--- src/common/zone_consts.vh ---
`ifndef ZONE_CONSTS_VH
`define ZONE_CONSTS_VH
// register offsets (byte addresses, one word each)
`define REG_CTRL 8'h00
`define REG_TH1 8'h04
`define REG_TH2 8'h08
`define REG_TH3 8'h0C
`define REG_TH4 8'h10
`define REG_HYST 8'h14
`define REG_DELAY 8'h18
`define REG_FSW 8'h1C
`define REG_STATUS 8'h20
// ctrl fields: [2:0] fixed_zone_normal, [6:4] fixed_zone_boot, [8] boot_done
`define CTRL_NORM_LSB 0
`define CTRL_BOOT_LSB 4
`define CTRL_BOOT_DONE 8
// reset values
`define TH_DISABLED 8'hFF
`define HYST_RESET 8'h10
`define DELAY_RESET 8'h14
`define FSW_RESET 8'h00
`define CTRL_RESET 9'h000
// timing
`define SAMPLE_US 10
`define STEP_US 10
`define CLK_MHZ 100
`define DCM_FSW_KHZ 100
// power-save states
`define PS_LOW 2'b00
`define PS_MID 2'b01
`define PS_HIGH 2'b10
`endif

--- src/hdl/power_zone_phase_shedding.v ---
// Operation
// - power-save high forces zone zero, all phases
// - mid state samples current every 10 us
// - all-ones threshold code means disabled
// - low state: boot setting, then normal setting
// - low uses fixed setting, mid uses thresholds
// - above th3 zone0; th3-th2 zone2 four-phase
// - th2-th1 zone3 except single; below th1 zone4
// - phase enables follow zone and configuration
// - moves to lower zone happen immediately
// - moves to higher zone wait shed delay
// - step through intermediate zones, delay each
// - hysteresis applies before moving to higher zone
// - hysteresis defaults 0x10, software writable
// - skip disabled zones during transitions
// - fixed-zone changes use same stepped transition
// - fixed target zone is force-enabled
// - back in auto mode, forced zones disabled
// - switching frequency setting readable and writable
//
// Local design decisions: the plain strobed port and the address map.
`timescale 1ns/10ps
`include "zone_consts.vh"
module power_zone_phase_shedding #(
  parameter ADDR_W = 8
) (
  // clock and reset
  input wire ref_clk,
  input wire sys_rst,
  // pins and sensed values
  input wire [1:0] power_save_select,
  input wire [7:0] total_current_level,
  input wire [1:0] phase_count_code,
  // register port
  input wire [ADDR_W-1:0] reg_addr,
  input wire [31:0] reg_wdata,
  input wire reg_wr,
  input wire reg_rd,
  output reg [31:0] reg_rdata,
  // drive outputs
  output reg phase_drive_1,
  output reg phase_drive_2,
  output reg phase_drive_3,
  output reg phase_drive_4,
  output reg dcm_mode,
  output reg [7:0] switching_frequency_setting
);
  // the products are 32-bit; the counters only need 12 bits
  localparam [31:0] SAMPLE_FULL = `SAMPLE_US * `CLK_MHZ;
  localparam [31:0] STEP_FULL = `STEP_US * `CLK_MHZ;
  localparam [11:0] SAMPLE_CYC = SAMPLE_FULL[11:0];
  localparam [11:0] STEP_CYC = STEP_FULL[11:0];

  // ==========================================
  // registers
  reg [8:0] ctrl_reg;
  reg [7:0] th_reg [0:3];
  reg [7:0] hyst_reg;
  reg [7:0] delay_reg;
  reg [1:0] ps_meta_reg;
  reg [1:0] ps_reg;
  reg [7:0] cur_reg;
  reg [2:0] zone_reg;
  reg [2:0] zone_next;
  reg [11:0] sample_cnt_reg;
  reg [11:0] step_cnt_reg;
  reg [7:0] delay_cnt_reg;
  reg [2:0] target;
  reg [2:0] up_target;
  reg [1:0] cfg_meta_reg;
  reg [1:0] cfg_reg;
  reg [7:0] cur_meta_reg;
  reg [7:0] cur_sync_reg;
  wire [2:0] fixed_norm = ctrl_reg[`CTRL_NORM_LSB+2:`CTRL_NORM_LSB];
  wire [2:0] fixed_boot = ctrl_reg[`CTRL_BOOT_LSB+2:`CTRL_BOOT_LSB];
  // phase_count_code: 0=4, 1=3, 2=2, 3=1 phases
  wire four_ph = (cfg_reg == 2'd0);
  wire single_ph = (cfg_reg == 2'd3);

  // zone usable in auto mode given configuration and threshold
  function zone_ok;
    input [2:0] z;
    input four;
    input single;
    input [7:0] t2;
    input [7:0] t3;
    input [7:0] t1;
    begin
      case (z)
        3'd0: zone_ok = 1'b1;
        3'd2: zone_ok = four && (t3 != `TH_DISABLED);
        3'd3: zone_ok = !single && (t2 != `TH_DISABLED);
        3'd4: zone_ok = (t1 != `TH_DISABLED);
        default: zone_ok = 1'b0;
      endcase
    end
  endfunction

  // ==========================================
  // zone selection from current
  integer i;
  reg [7:0] lo [0:3];
  reg [2:0] down_target;
  reg [2:0] want;
  always @* begin
    for (i = 0; i < 4; i = i + 1) begin
      lo[i] = (th_reg[i] > hyst_reg) ? (th_reg[i] - hyst_reg) : 8'h00;
    end
    // a disabled threshold is skipped, so only enabled zones are chosen
    if (th_reg[0] != `TH_DISABLED && cur_reg <= th_reg[0])
      down_target = 3'd4;
    else if (th_reg[1] != `TH_DISABLED && cur_reg <= th_reg[1])
      down_target = single_ph ? 3'd0 : 3'd3;
    else if (th_reg[2] != `TH_DISABLED && cur_reg <= th_reg[2])
      down_target = four_ph ? 3'd2 : 3'd0;
    else
      down_target = 3'd0;
    if (th_reg[0] != `TH_DISABLED && cur_reg < lo[0])
      up_target = 3'd4;
    else if (th_reg[1] != `TH_DISABLED && cur_reg < lo[1])
      up_target = single_ph ? 3'd0 : 3'd3;
    else if (th_reg[2] != `TH_DISABLED && cur_reg < lo[2])
      up_target = four_ph ? 3'd2 : 3'd0;
    else
      up_target = 3'd0;
    if (down_target < zone_reg)
      want = down_target;
    else if (up_target > zone_reg)
      want = up_target;
    else
      want = zone_reg;
    case (ps_reg)
      `PS_HIGH: target = 3'd0;
      `PS_MID: begin
        // a zone that was only force-enabled is left again
        if (want == zone_reg && !zone_ok(zone_reg, four_ph, single_ph, th_reg[1], th_reg[2], th_reg[0]))
          target = up_target;
        else
          target = want;
      end
      `PS_LOW: target = ctrl_reg[`CTRL_BOOT_DONE] ? fixed_norm : fixed_boot;
      default: target = 3'd0;
    endcase
    if (target == 3'd1 || target > 3'd4)
      target = 3'd0;
  end

  // next zone one step toward target, skipping disabled zones
  reg [2:0] cand;
  reg found;
  integer k;
  always @* begin
    zone_next = zone_reg;
    found = 1'b0;
    cand = 3'd0;
    if (target > zone_reg) begin
      for (k = 1; k <= 4; k = k + 1) begin
        cand = zone_reg + k[2:0];
        if (!found && cand <= target &&
            (cand == target || zone_ok(cand, four_ph, single_ph, th_reg[1], th_reg[2], th_reg[0]))) begin
          zone_next = cand;
          found = 1'b1;
        end
      end
    end else if (target < zone_reg) begin
      for (k = 1; k <= 4; k = k + 1) begin
        cand = zone_reg - k[2:0];
        if (!found && cand >= target &&
            (cand == target || zone_ok(cand, four_ph, single_ph, th_reg[1], th_reg[2], th_reg[0]))) begin
          zone_next = cand;
          found = 1'b1;
        end
      end
    end
  end

  // ==========================================
  // sequencing
  // configuration and current synchronisers have no reset: reset must be held two edges so the configuration settles
  always @(posedge ref_clk) begin
    cfg_meta_reg <= phase_count_code;
    cfg_reg <= cfg_meta_reg;
    cur_meta_reg <= total_current_level;
    cur_sync_reg <= cur_meta_reg;
  end

  always @(posedge ref_clk) begin
    if (sys_rst) begin
      ps_meta_reg <= `PS_HIGH;
      ps_reg <= `PS_HIGH;
      cur_reg <= 8'h00;
      zone_reg <= 3'd0;
      sample_cnt_reg <= 12'h000;
      step_cnt_reg <= 12'h000;
      delay_cnt_reg <= 8'h00;
    end else begin
      ps_meta_reg <= power_save_select;
      ps_reg <= ps_meta_reg;
      if (sample_cnt_reg == SAMPLE_CYC - 12'd1) begin
        sample_cnt_reg <= 12'h000;
        cur_reg <= cur_sync_reg;
      end else begin
        sample_cnt_reg <= sample_cnt_reg + 12'd1;
      end
      if (zone_next < zone_reg) begin
        zone_reg <= zone_next;
        step_cnt_reg <= 12'h000;
        delay_cnt_reg <= 8'h00;
      end else if (zone_next > zone_reg) begin
        if (step_cnt_reg == STEP_CYC - 12'd1) begin
          step_cnt_reg <= 12'h000;
          if (delay_cnt_reg + 8'd1 >= delay_reg) begin
            delay_cnt_reg <= 8'h00;
            zone_reg <= zone_next;
          end else begin
            delay_cnt_reg <= delay_cnt_reg + 8'd1;
          end
        end else begin
          step_cnt_reg <= step_cnt_reg + 12'd1;
        end
      end else begin
        step_cnt_reg <= 12'h000;
        delay_cnt_reg <= 8'h00;
      end
    end
  end

  // ==========================================
  // outputs
  always @(posedge ref_clk) begin
    if (sys_rst) begin
      phase_drive_1 <= 1'b0;
      phase_drive_2 <= 1'b0;
      phase_drive_3 <= 1'b0;
      phase_drive_4 <= 1'b0;
      dcm_mode <= 1'b0;
    end else begin
      phase_drive_1 <= 1'b1;
      phase_drive_2 <= (zone_reg == 3'd0) && !single_ph;
      phase_drive_3 <= ((zone_reg == 3'd0) && (cfg_reg <= 2'd1)) || ((zone_reg == 3'd2) && four_ph);
      phase_drive_4 <= (zone_reg == 3'd0) && four_ph;
      dcm_mode <= (zone_reg == 3'd4);
    end
  end

  // ==========================================
  // register port
  always @(posedge ref_clk) begin
    if (sys_rst) begin
      ctrl_reg <= `CTRL_RESET;
      th_reg[0] <= `TH_DISABLED;
      th_reg[1] <= `TH_DISABLED;
      th_reg[2] <= `TH_DISABLED;
      th_reg[3] <= `TH_DISABLED;
      hyst_reg <= `HYST_RESET;
      delay_reg <= `DELAY_RESET;
      switching_frequency_setting <= `FSW_RESET;
      reg_rdata <= 32'h00000000;
    end else begin
      reg_rdata <= 32'h00000000;
      if (reg_wr) begin
        case (reg_addr)
          `REG_CTRL: ctrl_reg <= reg_wdata[8:0];
          `REG_TH1: th_reg[0] <= reg_wdata[7:0];
          `REG_TH2: th_reg[1] <= reg_wdata[7:0];
          `REG_TH3: th_reg[2] <= reg_wdata[7:0];
          `REG_TH4: th_reg[3] <= reg_wdata[7:0];
          `REG_HYST: hyst_reg <= reg_wdata[7:0];
          `REG_DELAY: delay_reg <= (reg_wdata[7:0] == 8'h00) ? 8'h01 : reg_wdata[7:0];
          `REG_FSW: switching_frequency_setting <= reg_wdata[7:0];
          default: ;
        endcase
      end
      if (reg_rd) begin
        case (reg_addr)
          `REG_CTRL: reg_rdata <= {23'h000000, ctrl_reg};
          `REG_TH1: reg_rdata <= {24'h000000, th_reg[0]};
          `REG_TH2: reg_rdata <= {24'h000000, th_reg[1]};
          `REG_TH3: reg_rdata <= {24'h000000, th_reg[2]};
          `REG_TH4: reg_rdata <= {24'h000000, th_reg[3]};
          `REG_HYST: reg_rdata <= {24'h000000, hyst_reg};
          `REG_DELAY: reg_rdata <= {24'h000000, delay_reg};
          `REG_FSW: reg_rdata <= {24'h000000, switching_frequency_setting};
          `REG_STATUS: reg_rdata <= {20'h00000, cur_reg, dcm_mode, zone_reg};
          default: reg_rdata <= 32'h00000000;
        endcase
      end
    end
  end
endmodule

--- config.mk ---
export PLATFORM = sky130hd
export DESIGN_NAME = power_zone_phase_shedding
export DESIGN_NICKNAME = d
export VERILOG_FILES = /design/src/hdl/power_zone_phase_shedding.v
export VERILOG_INCLUDE_DIRS = /design/src /design/src/common
export SDC_FILE = /design/constraint.sdc
export NUM_CORES = 1
export LEC_CHECK = 0
export BUFFER_PORTS_ARGS = -buffer_cell sky130_fd_sc_hd__buf_2
export CAP_MARGIN = 20
export CORE_UTILIZATION = 35
export DETAILED_ROUTE_END_ITERATION = 7
export PLACE_DENSITY_LB_ADDON = 0.05
export SYNTH_ARGS = -nofsm -noshare
export SYNTH_HDL_FRONTEND = slang
export SYNTH_SLANG_ARGS = --single-unit
export TNS_END_PERCENT = 100
--- constraint.sdc ---
create_clock -name ref_clk -period 24.9 [get_ports ref_clk]
set_input_delay 2.49 -clock ref_clk [delete_from_list [all_inputs] [get_ports ref_clk]]
set_output_delay 2.49 -clock ref_clk [all_outputs]
set_load 0.05 [all_outputs]
Yosys cells after proc, flatten, opt, wreduce, memory -nomap -nowiden
Memory sizes are Yosys's and may differ from the RTL's.
Cells that the tools add are included.
Widths: inputs -> output; s select.
Word-level totals
  register bits after elaboration: 137
  bits in latches: 0
  memory bits (writable): 32
  memory bits (read-only): 0
  bits of input ports: 56
  output and inout bits: 45
  memories kept: 1
Cells by class
  $add $sub $neg: 14
  multipliers: 0
  divide/modulo/power cells: 0
  magnitude comparators: 26
  eq/ne operators: 52
  shift operators: 0
  mux-type cells: 94
  bitwise logic cells: 6
  reduce and logical (&&, ||, !) cells: 70
Memories
  th_reg: words 4, bits a word 8, read ports 4, clocked after memory_dff 0, wr ports 4, line power_zone_phase_shedding.v:57  | reg [7:0] th_reg [0:3];
Operator list (count)
  $pmux 12 s9: 1
  $mux 8: 9
  $mux 3: 21
  $eq 3x2->1 const B: 18
  $mux 1: 47
  $pmux 1 s4: 9
  $eq 8x5->1 const B: 4
  $eq 3x3->1: 9
  $eq 3x3->1 const B: 9
  $logic_and 1x1->1: 27
  $logic_not 3->1: 9
  $add 12x1->12 const B: 2
  $eq 12x10->1 const B: 2
  $gt 8x8->1: 3
  $le 8x8->1: 3
  $lt 8x8->1: 3
  $ne 8x8->1 const B: 3
  $sub 8x8->8: 3
  $eq 8x4->1 const B: 2
  $logic_not 8->1: 2
  $ge 3x3->1: 4
  $le 3x3->1: 4
  $mux 2: 6
  $logic_or 1x1->1: 10
  other kinds (28): 52

Logic depth before layout (Yosys ltp)
Gate-level depths: netlist of run 1.
An unclocked memory read counts as a cell.
  depth after elaboration: 48
  gate-level depth with buffers: 47
  gate-level depth less buffers: 46

Worst setup path after synthesis of run 1
No wires, ideal clock.
  path kind: reg-to-reg
  start point: register hyst_reg[1]
  end point: register delay_cnt_reg[2]
  library setup time: 0.062 ns
  arrival: 8.057 ns
  path slack: 16.781 ns
  cell stages (with the launch flop): 41
  clock period less this slack: 8.119 ns
  cell sequence: dfxtp_1 -> inv_1 -> ha_1 -> a21o_1 -> a21oi_1 -> o21bai_1 -> a21o_1 -> a21o_1 -> a21oi_1 -> xnor2_1 -> nand2_1 -> ha_1 -> and4_1 -> o211ai_1 -> a21oi_1 -> a211o_1 -> nand4_1 -> a21oi_1 -> [... 5 more ...] -> mux2i_1 -> a211o_1 -> o211a_1 -> or2_1 -> ha_1 -> nor2b_1 -> o21ai_0 -> a41o_1 -> or3_1 -> a41o_1 -> mux2_2 -> a211oi_2 -> ha_1 -> and3_1 -> or3_1 -> nor2_1 -> nand4b_1 -> nand3_1
On the way
  cells in the longest elaborated chain, start to end: 44
RTL lines
  from (decl): line power_zone_phase_shedding.v:58  | reg [7:0] hyst_reg;
  from (signal assigned): line power_zone_phase_shedding.v:255  | hyst_reg <= `HYST_RESET;
  from (signal assigned): line power_zone_phase_shedding.v:268  | `REG_HYST: hyst_reg <= reg_wdata[7:0];
  $sub 8x8->8 or $gt 8x8->1 (tied branches): line power_zone_phase_shedding.v:107  | lo[i] = (th_reg[i] > hyst_reg) ? (th_reg[i] - hyst_reg) : 8'h00;
  $mux 8: line power_zone_phase_shedding.v:107
  $lt 8x8->1: line power_zone_phase_shedding.v:122  | else if (th_reg[2] != `TH_DISABLED && cur_reg < lo[2])
  $logic_and 1x1->1: line power_zone_phase_shedding.v:122
  $mux 2: line power_zone_phase_shedding.v:122
  $mux 2: line power_zone_phase_shedding.v:120  | else if (th_reg[1] != `TH_DISABLED && cur_reg < lo[1])
  $mux 3 (*): line power_zone_phase_shedding.v:118  | if (th_reg[0] != `TH_DISABLED && cur_reg < lo[0])
  $gt 3x3->1: line power_zone_phase_shedding.v:128  | else if (up_target > zone_reg)
  [... 7 more ...]
  $logic_or 1x1->1: line power_zone_phase_shedding.v:144  | if (target == 3'd1 || target > 3'd4)
  $mux 3 (*): line power_zone_phase_shedding.v:144
  parallel branches: the longest is 23 deep, another holds $ge 3x3->1
  $mux 3 (*): line power_zone_phase_shedding.v:156  | if (target > zone_reg) begin
  via zone_next[2]: line power_zone_phase_shedding.v:64  | reg [2:0] zone_next;
  $gt 3x3->1: line power_zone_phase_shedding.v:209  | end else if (zone_next > zone_reg) begin
  $not 1->1 (no line)
  $reduce_or 3->1 (no line) (*)
  to (signal assigned): line power_zone_phase_shedding.v:216  | delay_cnt_reg <= delay_cnt_reg + 8'd1;
  to (decl): line power_zone_phase_shedding.v:67  | reg [7:0] delay_cnt_reg;
Mark *: on every way through the listed nets, which the timed path passes. The select of a mux whose other input is x is not followed.
A chain may end at the register's enable or synchronous reset.

Worst setup path after layout of run 1
Same ends and word-level chain as after synthesis.

==> impl_metrics.json, run 1 <==
{
  "status": "completed",
  "critPathCaptureType": "register",
  "slowest_delay_ps": 490,
  "grt_antenna_before_repair": 0,
  "grt_start_max_net_pins": 46,
  "ys_ff_latch": 149,
  "synthFlopType": "dfxtp_1",
  "setup_violations": 0,
  "fin_area_um2": 11190,
  "vdd_drop_max_mv": 0.03595,
  "antenna_cells": 0,
  "critPathArrivalTime_ps": 10320,
  "fin_tns_setup_ps": 0,
  "p_per_area_nw_per_um2": 51.03,
  "max-cap-violations": 0,
  "synthDistinctLibCells": 82,
  "cts-buffers-inserted": 17,
  "die_w_um": 170.6,
  "htreeDepth": 4,
  "min_period_ps": 9954,
  "cts_tree": "yes",
  "ios": 101,
  "layout_commonest_cell": "ha_1",
  "hold_class": "reg -> reg",
  "rr_startpoint": "hyst_reg[1]$_SDFFE_PP0P_",
  "nets": 1373,
  "slew_viol_final": 0,
  "post_drt_wl_per_cell_um": 19.11,
  "initial_core_util": 0.3573,
  "gp_congestion": 0.8126,
  "dieArea_um2": 29120,
  "finalWorstSetupSlack_ps": 14950,
  "reg2reg_depth": 40,
  "clockBufferDepth": 2,
  "drt-vias-per-instance": 5.307,
  "post-place-ws_ps": 14970,
  "ys_seq_area_frac": 0.3318,
  "final_cell_mix": "ha_1 (120), dfxtp_1 (117), nand2_1 (109), nor2_1 (83), a21oi_1 (75)",
  "finalNonFillerCells": 1585,
  "fp.dieH_um": 170.6,
  "dr_total_vias": 8412,
  "critPathRequiredTime_ps": 25260,
  "holdBufCountCts": 0,
  "reg2reg_to": "delay_cnt_reg[2]$_SDFFE_PP0N_",
  "p_leak_uw": 0.004635,
  "numPortBuffers": 57,
  "start_kind": "register",
  "rows": 61,
  "wirelength_mm": 30.28,
  "syn_inst": 1140,
  "clkSinkCount": 149,
  "coreArea_um2": 27860,
  "rsz0062_at_grt": "no",
  "hpwl_mm": 22.04,
  "synthesis.area_um2": 9955,
  "worst_pin_slew_ps": 881.4,
  "finClkSkew_ps": 13.17,
  "first_pass_iters": 5,
  "place_inst": 1553,
  "placed_cell_area_um2": 10600,
  "avgSynthCellArea_um2": 8.732,
  "syn2layout_area_growth_pct": 12.38,
  "track_usage": 0.2162,
  "insertion_delay_ps": 430,
  "synthArstFlopShare": 0,
  "startpoint": "hyst_reg[1]$_SDFFE_PP0P_",
  "largest_reg_flops": 32,
  "whs_ps": 328.2,
  "drive_gt1_frac": 0.1326,
  "path_clk_slew_ps": 70,
  "synth-edff-count": 32,
  "grt_pass1_vias": 7987,
  "crit_end": "delay_cnt_reg[2]$_SDFFE_PP0N_",
  "r2r_setup_slack_ps": 14950,
  "finalHoldViolCount": 0,
  "root_buffer": "clkbuf_16",
  "crit_type": "reg -> reg",
  "nFillCells": 2802,
  "post_cts_resized": 0,
  "crit_fanout": 8,
  "critPathSlowestCell": "ha_1",
  "relSlewSlack": 0.4112,
  "period_share": 0.3997,
  "grt_overflow": 0,
  "max_freq_mhz": 100.5,
  "ant_nets": 0,
  "post-cts-setup-buffers": 0,
  "dr.first_iter.drc_count": 548,
  "yosysWarnings": 0,
  "drc": 0,
  "grt_pass1_wl_mm": 47.35
}
per-layer routing:
layer / global-route usage / up-vias / routed length (µm)
met5: 0 / - / 0
met4: 0.05562 / 0 / 310
met3: 0.02776 / 24 / 1016
met2: 0.3414 / 192 / 13560
met1: 0.3085 / 3987 / 15400
li1: - / 4209 / -
worst min path at each step:
stage / depth (start not counted) / start / slack (ps) / to
2_1_floorplan: 0 / cfg_meta_reg[0]$_DFF_P_ / 310 / cfg_reg[0]$_DFF_P_
3_3_place_gp: 0 / cur_meta_reg[4]$_DFF_P_ / 310 / cur_sync_reg[4]$_DFF_P_
3_5_place_dp: 0 / cur_meta_reg[4]$_DFF_P_ / 310 / cur_sync_reg[4]$_DFF_P_
4_1_cts: 0 / cur_meta_reg[4]$_DFF_P_ / 330 / cur_sync_reg[4]$_DFF_P_
5_1_grt: 0 / cur_meta_reg[1]$_DFF_P_ / 330 / cur_sync_reg[1]$_DFF_P_
6_report: 0 / cfg_meta_reg[0]$_DFF_P_ / 330 / cfg_reg[0]$_DFF_P_
area by class of cell:
| class | count | area (µm²) | area share |
|---|---|---|---|
| clock inverter | 14 | 133.9 | 0.01197 |
| multi-input combinational | 883 | 6173 | 0.5518 |
| tap | 378 | 473.0 | 0.04228 |
| sequential | 149 | 3303 | 0.2953 |
| clock buffer | 18 | 450.4 | 0.04026 |
| timing repair buffer | 69 | 375.4 | 0.03355 |
| inverter | 74 | 277.8 | 0.02483 |
critical path: cells and delay by family, from the launching register on:
| family | cells | cell delay [ps] |
|---|---|---|
| AOI/OAI and AO/OA | 17 | 3560 |
| adders and majority gates | 5 | 1760 |
| buffers and inverters | 2 | 300 |
| and+or+nand+nor | 14 | 3380 |
| DFF | 1 | 470 |
| xor gates and xnor gates | 1 | 140 |
| muxes | 1 | 270 |
kinds of logic (layout without fill, tap and decap cells):
| group | Yosys count | in the layout | share of synthesized area |
|---|---|---|---|
| compound gates | 266 | 266 | 0.1883 |
| xor+xnor | 47 | 47 | 0.04135 |
| fa+ha+maj | 123 | 123 | 0.1569 |
| buf+inv | 127 | 175 | 0.05581 |
| flops | 149 | 149 | 0.3318 |
| mux | 14 | 14 | 0.01433 |
| other cells | 1 | 20 | 0.0003767 |
| simple gates | 413 | 413 | 0.2112 |
report_power, final:
part           leakage (µW)  switching, µW  internal (µW)  total (µW)
Sequential          0.00128           6.04            252         258
Combinational       0.00307           35.4           17.0        52.4
Clock              0.000285            114            146         260
through the flow:
| stage | util | power (µW) |
|---|---|---|
| 6_report | 0.4016 | 570.9 |
| 2_1_floorplan | - | 301.8 |
| 5_1_grt | 0.4016 | 593.3 |
| 3_3_place_gp | 0.3806 | 315.5 |
| 4_1_cts | 0.4016 | 578.4 |
| 3_5_place_dp | 0.3806 | 315.6 |
synthesized netlist by cell type (all sizes together) (11+ instances only):
master	number	area (µm²)
a21o	30	225.2
a21oi	76	384.1
a221oi	13	120.1
a31oi	11	68.82
and3	11	73.82
buf	28	183.9
clkbuf	25	93.84
dfxtp	117	2342
edfxtp	32	960.9
ha	120	1501
inv	70	262.8
mux2i	12	120.1
nand2	109	409.1
nand2b	12	75.07
nand3	65	325.3
nand4	23	162.7
nor2	83	311.6
nor2b	14	87.58
nor3	19	95.09
o211ai	18	135.1
o21ai	29	145.1
or2	40	250.2
xnor2	26	227.7
xor2	21	183.9
Power figures use the tool's default switching activity.
==> inputs of run 2 (changes only) <==
==> constraint.sdc (replaced) <==
create_clock -name ref_clk -period 9.88 [get_ports ref_clk]
set_input_delay 0.988 -clock ref_clk [delete_from_list [all_inputs] [get_ports ref_clk]]
set_output_delay 0.988 -clock ref_clk [all_outputs]
set_load 0.05 [all_outputs]
==> impl_metrics.json, run 2 (synthesis gave the netlist of run 1 again) <==
{
  "status": "completed",
  "cts-buffers-inserted": 17,
  "vdd_drop_max_mv": 0.09005,
  "grt_antenna_before_repair": 0,
  "crit_type": "reg -> reg",
  "track_usage": 0.2173,
  "clockBufferDepth": 2,
  "drc": 0,
  "nFillCells": 2868,
  "max-cap-violations": 0,
  "htreeDepth": 4,
  "p_leak_uw": 0.004658,
  "post_drt_wl_per_cell_um": 19.15,
  "holdBufCountCts": 0,
  "drive_gt1_frac": 0.1424,
  "nets": 1381,
  "slowest_delay_ps": 430,
  "grt_start_max_net_pins": 58,
  "root_buffer": "clkbuf_16",
  "final_cell_mix": "ha_1 (119), dfxtp_1 (117), nand2_1 (108), nor2_1 (83), a21oi_1 (74)",
  "rsz0062_at_grt": "no",
  "critPathCaptureType": "register",
  "largest_reg_flops": 32,
  "gp_congestion": 0.8075,
  "ios": 101,
  "ant_nets": 0,
  "finClkSkew_ps": 14.68,
  "worst_pin_slew_ps": 867.2,
  "fin_tns_setup_ps": 0,
  "first_pass_iters": 6,
  "fp.dieH_um": 170.6,
  "grt_use_met2": 0.3413,
  "die_w_um": 170.6,
  "max_freq_mhz": 107.5,
  "power.total_uw": 1402,
  "p_per_area_nw_per_um2": 124.9,
  "grt_pass1_vias": 7948,
  "period_share": 0.9411,
  "hpwl_mm": 22.24,
  "numPortBuffers": 57,
  "critPathRequiredTime_ps": 10250,
  "drt-vias-per-instance": 5.297,
  "critPathSlowestCell": "dfxtp_1",
  "grt_pass1_wl_mm": 47.49,
  "clkSinkCount": 149,
  "slew_viol_final": 0,
  "insertion_delay_ps": 430,
  "min_period_ps": 9299,
  "critPathArrivalTime_ps": 9670,
  "cts_tree": "yes",
  "dieArea_um2": 29120,
  "met3_usage": 0.03053,
  "coreArea_um2": 27860,
  "setup_violations": 0,
  "grt_overflow": 0,
  "hold_class": "reg -> reg",
  "rows": 61,
  "finalHoldViolCount": 0,
  "crit_family": "compound AO/OA/AOI/OAI gates",
  "grt_use_met1": 0.3092,
  "dr_total_vias": 8438,
  "initial_core_util": 0.3573,
  "wirelength_mm": 30.51,
  "post-place-ws_ps": 538.2,
  "layout_commonest_cell": "ha_1",
  "cp.buffers_inverters": 3,
  "antenna_cells": 0,
  "crit_fanout": 8,
  "path_clk_slew_ps": 70,
  "syn2layout_area_growth_pct": 12.82,
  "finalWorstSetupSlack_ps": 581.5,
  "busiest_layer": "met2",
  "dr.first_iter.drc_count": 666,
  "relSlewSlack": 0.4206,
  "start_kind": "register"
}
==> run 2: worst paths after layout <==
path                                   endpoint  slack (ps)                startpoint  cells after the start
setup reg to reg  delay_cnt_reg[2]$_SDFFE_PP0N_         580  hyst_reg[1]$_SDFFE_PP0P_                     41
setup / recovery  delay_cnt_reg[2]$_SDFFE_PP0N_         580  hyst_reg[1]$_SDFFE_PP0P_                     41
hold / removal          cur_sync_reg[5]$_DFF_P_         320   cur_meta_reg[5]$_DFF_P_                      0
hold reg to reg         cur_sync_reg[5]$_DFF_P_         320   cur_meta_reg[5]$_DFF_P_                      0
==> run 2: per-stage QoR <==
step	area, µm²	utilization	hold slack (ps)	instances
after CTS	11210	0.4023	322.0	1593
after detailed placement	10660	0.3828	312.1	1561
after floorplan	10030	-	309.6	1159
after global placement	10660	0.3828	311.4	1561
final	11230	0.4031	323.6	1593
after global routing	11230	0.4031	329.9	1593
==> run 2: repair_timing <==
item                       in CTS  in global routing
setup endpoints to repair       0                 21
setup buffers                   0                  0
gates resized for setup         0                  6
==> run 2: area by class of cell <==
| cell class | instances | area [µm²] | area share |
|---|---|---|---|
| Sequential cell | 149 | 3303 | 0.2941 |
| Tap cell | 378 | 473.0 | 0.04211 |
| Clock inverter | 14 | 115.1 | 0.01025 |
| Timing Repair Buffer | 77 | 435.4 | 0.03877 |
| Clock buffer | 18 | 429.2 | 0.03821 |
| Multi-Input combinational cell | 883 | 6197 | 0.5518 |
| Inverter | 74 | 277.8 | 0.02473 |
==> run 2: worst register-to-register path: cells and delay by family (launching register included) <==
family	cells	cell delay [ps]
adders and majority gates	5	1660
muxes	2	370
AOI/OAI and AO/OA	18	3640
buffers and inverters	3	450
xor gates and xnor gates	1	150
DFF	1	430
and+or+nand+nor	12	2570
==> run 2: metal layers <==
layer	wire length, µm	part of all wire	up-vias
met3	1131	0.037	25
met4	430	0.014	0
met2	13570	0.44	208
li1	-	-	4234
met1	15380	0.50	3971
met5	0	0	-
==> run 2: where the power goes <==
part	leakage, µW	switching, µW	internal, µW
sequential	0.00128	14.4	635
clock	0.000264	290	329
combinational	0.00312	90.8	43.4
